--- src/include/udi_pkg.sv ---
package udi_pkg;
  localparam logic [31:0] ADDR_SHARED_DATA  = 32'h5000_1100;
  localparam logic [31:0] ADDR_IRQ_EN_DIVHI = 32'h5000_1104;
  localparam logic [31:0] ADDR_LINE_CONTROL = 32'h5000_1110;
  localparam logic [31:0] ADDR_LINE_STATUS  = 32'h5000_1114;
  localparam logic [31:0] ADDR_IRQ_STATUS   = 32'h5000_1118;
  localparam logic [31:0] ADDR_IRQ_MASK     = 32'h5000_111C;

  localparam int BIT_DIVISOR_ACCESS = 7;
  localparam int BIT_FIFO_ENABLE    = 0;
  localparam int BIT_IR_MODE        = 1;

  localparam int BIT_RX_READY       = 0;
  localparam int BIT_OVERRUN        = 1;
  localparam int BIT_TX_EMPTY       = 5;

  localparam int BIT_RX_AVAIL_EN    = 0;
  localparam int BIT_TX_EMPTY_EN    = 1;
  localparam int BIT_LINE_STATUS_EN = 2;
  localparam int BIT_MODEM_EN       = 3;
  localparam int BIT_PROG_TX_EMPTY  = 7;
  localparam logic [7:0] IRQ_EN_USED = 8'h8F;

  localparam int IRQ_RX   = 0;
  localparam int IRQ_OVR  = 1;
  localparam int IRQ_TX   = 2;

  localparam int         FIFO_DEPTH   = 16;
  localparam logic [4:0] FIFO_CAP     = 5'h10;
  localparam logic [3:0] OVERSAMPLE_L = 4'hF;
  localparam logic [3:0] MID_SAMPLE   = 4'h7;
  localparam logic [2:0] LAST_BIT     = 3'h7;

  localparam logic [7:0]  RESET_BYTE  = 8'h00;
  localparam logic [2:0]  RESET_IRQ   = 3'h0;
  localparam logic [15:0] RESET_COUNT = 16'h0000;

  typedef enum logic [1:0] {S_IDLE, S_START, S_DATA, S_STOP} udi_state_type;
endpackage

--- src/hw/udi_uart.sv ---
// Added by the designer: the APB interface to the registers.
`timescale 1ns/1ps
module udi_uart (
  input  wire logic        clk,
  input  wire logic        nrst,
  input  wire logic        psel,
  input  wire logic        penable,
  input  wire logic        pwrite,
  input  wire logic [31:0] paddr,
  input  wire logic [31:0] pwdata,
  output logic      [31:0] prdata,
  output logic             pready,
  output logic             pslverr,
  input  wire logic        sin,
  input  wire logic        sir_in,
  output logic             sout,
  output logic             sir_out_n,
  output logic             irq
);
  typedef struct packed {
    logic                   pready;
    logic                   pslverr;
    logic [31:0]            prdata;
    logic [7:0]             line_control;
    logic [7:0]             divisor_low_byte;
    logic [7:0]             divisor_high_byte;
    logic [7:0]             irq_enable;
    logic [2:0]             irq_status;
    logic [2:0]             irq_mask;
    logic                   irq;
    logic                   overrun;
    logic [15:0]            baud_cnt;
    logic                   tick;
    udi_pkg::udi_state_type rx_state;
    logic [3:0]             rx_sub;
    logic [2:0]             rx_bit;
    logic [7:0]             rx_shift;
    logic [15:0][7:0]       rx_mem;
    logic [3:0]             rx_wp;
    logic [3:0]             rx_rp;
    logic [4:0]             rx_cnt;
    udi_pkg::udi_state_type tx_state;
    logic [3:0]             tx_sub;
    logic [2:0]             tx_bit;
    logic [7:0]             tx_shift;
    logic [15:0][7:0]       tx_mem;
    logic [3:0]             tx_wp;
    logic [3:0]             tx_rp;
    logic [4:0]             tx_cnt;
    logic                   tx_line;
    logic                   sout;
    logic                   sir_out_n;
  } udi_st_type;

  udi_st_type st_reg;
  udi_st_type st_next;
  logic        access;
  logic        wr;
  logic        rd;
  logic        div_access;
  logic        fifo_en;
  logic        ir_mode;
  logic [15:0] divisor;
  logic        rx_line;
  logic        tx_empty_flag;
  logic        rx_push;
  logic        tx_write;
  logic [2:0]  irq_set;
  logic [2:0]  irq_clr;

  // Without FIFOs both paths behave as a one-entry holding stage.
  function automatic logic [4:0] cap(input logic en);
    cap = en ? udi_pkg::FIFO_CAP : 5'h01;
  endfunction
  assign access     = psel && penable && !st_reg.pready;
  assign wr         = access && pwrite;
  assign rd         = access && !pwrite;
  assign div_access = st_reg.line_control[udi_pkg::BIT_DIVISOR_ACCESS];
  assign fifo_en    = st_reg.line_control[udi_pkg::BIT_FIFO_ENABLE];
  assign ir_mode    = st_reg.line_control[udi_pkg::BIT_IR_MODE];
  assign divisor    = {st_reg.divisor_high_byte, st_reg.divisor_low_byte};
  assign rx_line    = ir_mode ? sir_in : sin;
  // With FIFOs on, programmable mode turns the flag into a FIFO-not-full indication.
  assign tx_empty_flag = (fifo_en &&
                          st_reg.irq_enable[udi_pkg::BIT_PROG_TX_EMPTY]) ?
                         (st_reg.tx_cnt != udi_pkg::FIFO_CAP) :
                         (st_reg.tx_cnt == 5'h00);
  always_comb begin
    st_next          = st_reg;
    st_next.pready   = access;
    st_next.pslverr  = 1'b0;
    rx_push          = 1'b0;
    tx_write         = 1'b0;
    irq_set          = 3'h0;
    irq_clr          = 3'h0;
    // The divider runs on clk; a zero divisor parks both shifters.
    st_next.tick = 1'b0;
    if (divisor == 16'h0000) begin
      st_next.baud_cnt = udi_pkg::RESET_COUNT;
    end else if (st_reg.baud_cnt >= divisor - 16'h0001) begin
      st_next.baud_cnt = udi_pkg::RESET_COUNT;
      st_next.tick     = 1'b1;
    end else begin
      st_next.baud_cnt = st_reg.baud_cnt + 16'h0001;
    end

    // Receiver, sampled at mid-bit of sixteen ticks per bit.
    if (st_reg.tick) begin
      unique case (st_reg.rx_state)
        udi_pkg::S_IDLE: begin
          st_next.rx_sub = 4'h0;
          if (!rx_line) begin
            st_next.rx_state = udi_pkg::S_START;
          end
        end
        udi_pkg::S_START: begin
          st_next.rx_sub = st_reg.rx_sub + 4'h1;
          if (st_reg.rx_sub == udi_pkg::MID_SAMPLE) begin
            st_next.rx_sub   = 4'h0;
            st_next.rx_bit   = 3'h0;
            st_next.rx_state = rx_line ? udi_pkg::S_IDLE : udi_pkg::S_DATA;
          end
        end
        udi_pkg::S_DATA: begin
          st_next.rx_sub = st_reg.rx_sub + 4'h1;
          if (st_reg.rx_sub == udi_pkg::OVERSAMPLE_L) begin
            st_next.rx_shift = {rx_line, st_reg.rx_shift[7:1]};
            st_next.rx_bit   = st_reg.rx_bit + 3'h1;
            if (st_reg.rx_bit == udi_pkg::LAST_BIT) begin
              st_next.rx_state = udi_pkg::S_STOP;
            end
          end
        end
        udi_pkg::S_STOP: begin
          st_next.rx_sub = st_reg.rx_sub + 4'h1;
          if (st_reg.rx_sub == udi_pkg::OVERSAMPLE_L) begin
            // A character with a bad stop bit is dropped silently.
            rx_push          = rx_line;
            st_next.rx_state = udi_pkg::S_IDLE;
          end
        end
      endcase
    end
    if (st_reg.tick) begin
      unique case (st_reg.tx_state)
        udi_pkg::S_IDLE: begin
          st_next.tx_line = 1'b1;
          if (st_reg.tx_cnt != 5'h00) begin
            st_next.tx_shift = st_reg.tx_mem[st_reg.tx_rp];
            st_next.tx_rp    = st_reg.tx_rp + (fifo_en ? 4'h1 : 4'h0);
            st_next.tx_cnt   = st_reg.tx_cnt - 5'h01;
            st_next.tx_line  = 1'b0;
            st_next.tx_sub   = 4'h0;
            st_next.tx_state = udi_pkg::S_START;
            if (st_reg.tx_cnt == 5'h01) begin
              irq_set[udi_pkg::IRQ_TX] =
                st_reg.irq_enable[udi_pkg::BIT_TX_EMPTY_EN];
            end
          end
        end
        udi_pkg::S_START: begin
          st_next.tx_sub = st_reg.tx_sub + 4'h1;
          if (st_reg.tx_sub == udi_pkg::OVERSAMPLE_L) begin
            st_next.tx_line  = st_reg.tx_shift[0];
            st_next.tx_bit   = 3'h0;
            st_next.tx_state = udi_pkg::S_DATA;
          end
        end
        udi_pkg::S_DATA: begin
          st_next.tx_sub = st_reg.tx_sub + 4'h1;
          if (st_reg.tx_sub == udi_pkg::OVERSAMPLE_L) begin
            st_next.tx_shift = {1'b1, st_reg.tx_shift[7:1]};
            st_next.tx_line  = st_reg.tx_shift[1];
            st_next.tx_bit   = st_reg.tx_bit + 3'h1;
            if (st_reg.tx_bit == udi_pkg::LAST_BIT) begin
              st_next.tx_line  = 1'b1;
              st_next.tx_state = udi_pkg::S_STOP;
            end
          end
        end
        udi_pkg::S_STOP: begin
          st_next.tx_sub = st_reg.tx_sub + 4'h1;
          if (st_reg.tx_sub == udi_pkg::OVERSAMPLE_L) begin
            st_next.tx_state = udi_pkg::S_IDLE;
          end
        end
      endcase
    end
    st_next.sout      = ir_mode ? 1'b1 : st_next.tx_line;
    st_next.sir_out_n = ir_mode ? st_next.tx_line : 1'b1;

    // Register reads; a shared data read outside divisor access pops the receive head.
    st_next.prdata = 32'h0000_0000;
    if (rd) begin
      unique case (paddr)
        udi_pkg::ADDR_SHARED_DATA: begin
          if (div_access) begin
            st_next.prdata[7:0] = st_reg.divisor_low_byte;
          end else if (st_reg.rx_cnt != 5'h00) begin
            st_next.prdata[7:0] = st_reg.rx_mem[st_reg.rx_rp];
            st_next.rx_rp  = st_reg.rx_rp + (fifo_en ? 4'h1 : 4'h0);
            st_next.rx_cnt = st_reg.rx_cnt - 5'h01;
          end
        end
        udi_pkg::ADDR_IRQ_EN_DIVHI: begin
          st_next.prdata[7:0] = div_access ? st_reg.divisor_high_byte :
                                st_reg.irq_enable;
        end
        udi_pkg::ADDR_LINE_CONTROL: st_next.prdata[7:0] = st_reg.line_control;
        udi_pkg::ADDR_LINE_STATUS: begin
          st_next.prdata[udi_pkg::BIT_RX_READY] =
            (st_reg.rx_cnt != 5'h00);
          st_next.prdata[udi_pkg::BIT_OVERRUN]  = st_reg.overrun;
          st_next.prdata[udi_pkg::BIT_TX_EMPTY] = tx_empty_flag;
          st_next.overrun = 1'b0;
        end
        udi_pkg::ADDR_IRQ_STATUS: st_next.prdata[2:0] = st_reg.irq_status;
        udi_pkg::ADDR_IRQ_MASK:   st_next.prdata[2:0] = st_reg.irq_mask;
        default:                  st_next.pslverr = 1'b1;
      endcase
    end
    if (wr) begin
      unique case (paddr)
        udi_pkg::ADDR_SHARED_DATA: begin
          if (div_access) begin
            st_next.divisor_low_byte = pwdata[7:0];
          end else begin
            tx_write = 1'b1;
          end
        end
        udi_pkg::ADDR_IRQ_EN_DIVHI: begin
          if (div_access) begin
            st_next.divisor_high_byte = pwdata[7:0];
          end else begin
            st_next.irq_enable = pwdata[7:0] & udi_pkg::IRQ_EN_USED;
          end
        end
        udi_pkg::ADDR_LINE_CONTROL: begin
          st_next.line_control = pwdata[7:0];
          // Changing the FIFO mode flushes both paths.
          if (pwdata[udi_pkg::BIT_FIFO_ENABLE] != fifo_en) begin
            st_next.rx_wp  = 4'h0;
            st_next.rx_rp  = 4'h0;
            st_next.rx_cnt = 5'h00;
            st_next.tx_wp  = 4'h0;
            st_next.tx_rp  = 4'h0;
            st_next.tx_cnt = 5'h00;
          end
        end
        udi_pkg::ADDR_IRQ_STATUS: irq_clr = pwdata[2:0];
        udi_pkg::ADDR_IRQ_MASK:   st_next.irq_mask = pwdata[2:0];
        default:                  st_next.pslverr = 1'b1;
      endcase
    end
    if (tx_write) begin
      if (st_next.tx_cnt < cap(fifo_en)) begin
        st_next.tx_mem[st_next.tx_wp] = pwdata[7:0];
        st_next.tx_wp  = st_next.tx_wp + (fifo_en ? 4'h1 : 4'h0);
        st_next.tx_cnt = st_next.tx_cnt + 5'h01;
      end else if (!fifo_en) begin
        st_next.tx_mem[st_next.tx_wp] = pwdata[7:0];
      end
    end
    // Receive store; a pop in the same cycle makes room first.
    if (rx_push) begin
      irq_set[udi_pkg::IRQ_RX] =
        st_reg.irq_enable[udi_pkg::BIT_RX_AVAIL_EN];
      if (st_next.rx_cnt < cap(fifo_en)) begin
        st_next.rx_mem[st_next.rx_wp] = st_reg.rx_shift;
        st_next.rx_wp  = st_next.rx_wp + (fifo_en ? 4'h1 : 4'h0);
        st_next.rx_cnt = st_next.rx_cnt + 5'h01;
      end else begin
        if (!fifo_en) begin
          st_next.rx_mem[st_next.rx_wp] = st_reg.rx_shift;
        end
        st_next.overrun = 1'b1;
        irq_set[udi_pkg::IRQ_OVR] =
          st_reg.irq_enable[udi_pkg::BIT_LINE_STATUS_EN];
      end
    end
    // New events beat a simultaneous write-one-to-clear.
    st_next.irq_status = (st_reg.irq_status & ~irq_clr) | irq_set;
    st_next.irq        = |(st_next.irq_status & st_next.irq_mask);
  end

  always_ff @(posedge clk or negedge nrst) begin
    if (!nrst) begin
      st_reg                   <= '0;
      st_reg.rx_state          <= udi_pkg::S_IDLE;
      st_reg.tx_state          <= udi_pkg::S_IDLE;
      st_reg.divisor_low_byte  <= udi_pkg::RESET_BYTE;
      st_reg.divisor_high_byte <= udi_pkg::RESET_BYTE;
      st_reg.irq_enable        <= udi_pkg::RESET_BYTE;
      st_reg.irq_mask          <= udi_pkg::RESET_IRQ;
      st_reg.tx_line           <= 1'b1;
      st_reg.sout              <= 1'b1;
      st_reg.sir_out_n         <= 1'b1;
    end else begin
      st_reg <= st_next;
    end
  end

  assign prdata    = st_reg.prdata;
  assign pready    = st_reg.pready;
  assign pslverr   = st_reg.pslverr;
  assign sout      = st_reg.sout;
  assign sir_out_n = st_reg.sir_out_n;
  assign irq       = st_reg.irq;
endmodule // udi_uart

--- config.mk ---
export PLATFORM = sky130hd
export DESIGN_NAME = udi_uart
export DESIGN_NICKNAME = d
export VERILOG_FILES = /design/src/include/udi_pkg.sv /design/src/hw/udi_uart.sv
export SDC_FILE = /design/constraint.sdc
export NUM_CORES = 1
export LEC_CHECK = 0
export BUFFER_PORTS_ARGS = -buffer_cell sky130_fd_sc_hd__buf_2
export CORE_MARGIN = 10
export CORE_UTILIZATION = 50
export CTS_CLUSTER_SIZE = 20
export DETAILED_ROUTE_END_ITERATION = 10
export PLACE_DENSITY_LB_ADDON = 0.25
export SLEW_MARGIN = 0
export SYNTH_ARGS = -nofsm -noshare
export SYNTH_HDL_FRONTEND = slang
export SYNTH_SLANG_ARGS = --single-unit
--- constraint.sdc ---
create_clock -name clk -period 3.4 [get_ports clk]
set_input_delay 0.34 -clock clk [delete_from_list [all_inputs] [get_ports clk]]
set_output_delay 0.34 -clock clk [all_outputs]
set_load 0.03 [all_outputs]
==> qor.csv <==
metric,value,unit
critical path type,reg -> reg,
ratio of cells with drive above 1 in the final layout,0.421,
Max Fanout on Critical Path,17,
count of pins over their slew limit,0,
Max Cap Violations,0,
Cells after Synth,1466,
Clock Path Buffers,3,
Final GP Congestion,0.869,
Final Net Count,1704,
max reg flops,350,
drt via density,5.68,
Area Growth Syn to Fin,16.2,%
Pre-antenna DRT Iters,5,
"commonest non-fill, non-tap cell in the layout",dfrtp_1,
Max Clock Freq,288,MHz
Critical Path Sink,st_reg[319],
Final setup viols,17,
most frequent cells in the layout,"377 x dfrtp_1, 305 x mux2_2, 86 x buf_4",
Synth area leader,dfrtp_1,
global-route wire length before repair,72400,um
Die Wd,216,um
leakage,0.0109,uW
Final min period,3.47,ns
CP endpoint kind,flop,
top area cells in the synthesized netlist,"dfrtp_1 49%, mux2_2 18%, mux4_2 9.4%",
Core Box Area,0.0378,mm2
detailed placement HPWL,30200,um
largest net degree at the start of global routing,100,
Setup crit start,divisor[5],
cts bufs inserted,42,
worst reg2reg path depth,12,
pre-CTS setup slack,-0.317,ns
n_diodes,0,
clk_lat worst skew,0.57,ns
Post-synth EDFFs,0,
FILL cells,3021,
Worst VDD drop,0.432,mV
clk sinks,383,
Slew HR,0.356,
final hold vios,0,
WP data required,3.90,ns
worst hold path class,in -> reg,
vias in the first global route,13000,
top cell type's share of synthesized area,0.494,
clock transition at the registers of the reported paths,0.06,ns
Detailed Route WL,44400,um
final worst setup slack,-0.0670,ns
Worst R2R Setup Slack,-0.07,ns
total placed cells including tap cells,2051,
RSZ-0062 raised after global routing,true,
Startpoint Class,flop,
Final Util,0.591,
drt initial violations,868,
register area share after synthesis,0.498,
clock root buffer,clkbuf_16,
synthesized area,0.0193,mm2
"FFs w/ async S/R, synth",1.00,
initial core utilization,0.509,
register bit total from synthesis,383,
grt ovf,0,
R2R Path Start,divisor[5],
drt wl/cell,20.9,um
initial antenna violation count,2,
syn_area_per_cell,13.1,um2
number of distinct library cells after synthesis,74,
routed vias,12100,
Synthesis Warnings,0,
dominant synthesized flop cell,dfrtp_1,
H-tree depth,2,
crit path DAT,3.97,ns
die area,0.0468,mm2
CTS tree,yes,
PortBufs,59,
Residual DRC,0,
Die Span Y,216,um
status,"finished, violations left",
Layout Skew,0.0145,ns
failing checks,setup timing,
Final period util,1.02,
count of non-filler cells in the finished layout,2126,
worst reg2reg path endpoint,st_reg[319],
GRT Overall Usage,0.193,
I/O pin count,108,
FP Rows,71,
Routed Antenna Nets,0,
pwr dens,426,mW/mm2
Slew @ Worst Pin,0.965,ns
-- final cells by class --
class                   count  area, um2  share of cell area
clock buffers              54       1210              0.0541
multi-input cells         969       9200               0.411
flip-flops and latches    383       9590               0.429
well taps                 511        639              0.0286
inverters                  21       78.8             0.00352
repair buffers            170       1430              0.0640
clock inverters            18        223             0.00995
-- through the flow --
step           hold slack (ns)  instance area (um2)  power [uW]  TNS, ns
4_1_cts                0.00981                22300        9650  -0.0237
2_1_floorplan           0.0444                19400        4740        0
6_report                0.0351                22400        9540   -0.673
3_5_place_dp             0.454                20800        4880   -52.65
3_3_place_gp             0.443                20800        4880   -37.14
5_1_grt                 0.0465                22400        9830    -2.75
-- synthesized netlist by cell type (all sizes together) (25+ instances only) --
master  instances
mux4           80
clkbuf         54
nor2           96
ha             46
buf            62
nand2          82
mux2          305
dfrtp         380
xnor2          27
nand3          30
o21ai          25
-- cell families (layout without fill, tap and decap cells) --
group	after synthesis	count (layout)	share of synthesized area
adder cells (fa/ha/maj)	46	46	0.0299
other	1	24	0.000195
flip-flops	383	383	0.498
multiplexers	409	409	0.284
AND/OR/NAND/NOR	337	337	0.0947
buffers and inverters	137	263	0.0345
XOR/XNOR	50	50	0.0227
AO/OA/AOI/OAI	103	103	0.0357
-- layer usage --
layer,routed length [um],track usage
met1,19500,0.247
met2,22200,0.326
met3,1660,0.0313
met4,1080,0.0648
met5,27,0
-- repair_timing --
| action | CTS | global route |
|---|---|---|
| pin swaps | 2 | 3 |
| resized for setup | 7 | 18 |
| setup buffers | 0 | 2 |
| setup endpoints to repair | 29 | 234 |
| hold buffers | 1 | 0 |
| hold endpoints to repair | 93 | 0 |
-- worst min path at each step --
stage             from                    endpoint  slack (ns)  cells past startpoint
2_1_floorplan     nrst  asynchronous set/reset pin        0.04                      0
3_3_place_gp      nrst                   prdata[7]        0.44                      1
3_5_place_dp      nrst                   prdata[7]        0.45                      1
4_1_cts        penable                      pready        0.01                      3
5_1_grt        penable                      pready        0.05                      3
6_report       penable                      pready        0.04                      3
-- worst max-delay path, cell delays in order (launching register included) --
cell	delay, ns
dfrtp_1	0.38
or4_4	0.56
nor2_4	0.13
nand2_1	0.08
or4_4	0.44
buf_4	0.16
xor2_1	0.13
ha_1	0.28
nand4_1	0.17
or4_4	0.60
o21ai_4	0.17
buf_12	0.17
and2_1	0.13
-- report_power, final --
group          total (uW)  switching [uW]  internal [uW]
Clock                4740            1860           2880
Sequential           4560           0.836           4560
Combinational         235             188           47.4
(Power assumes the default switching activity.)
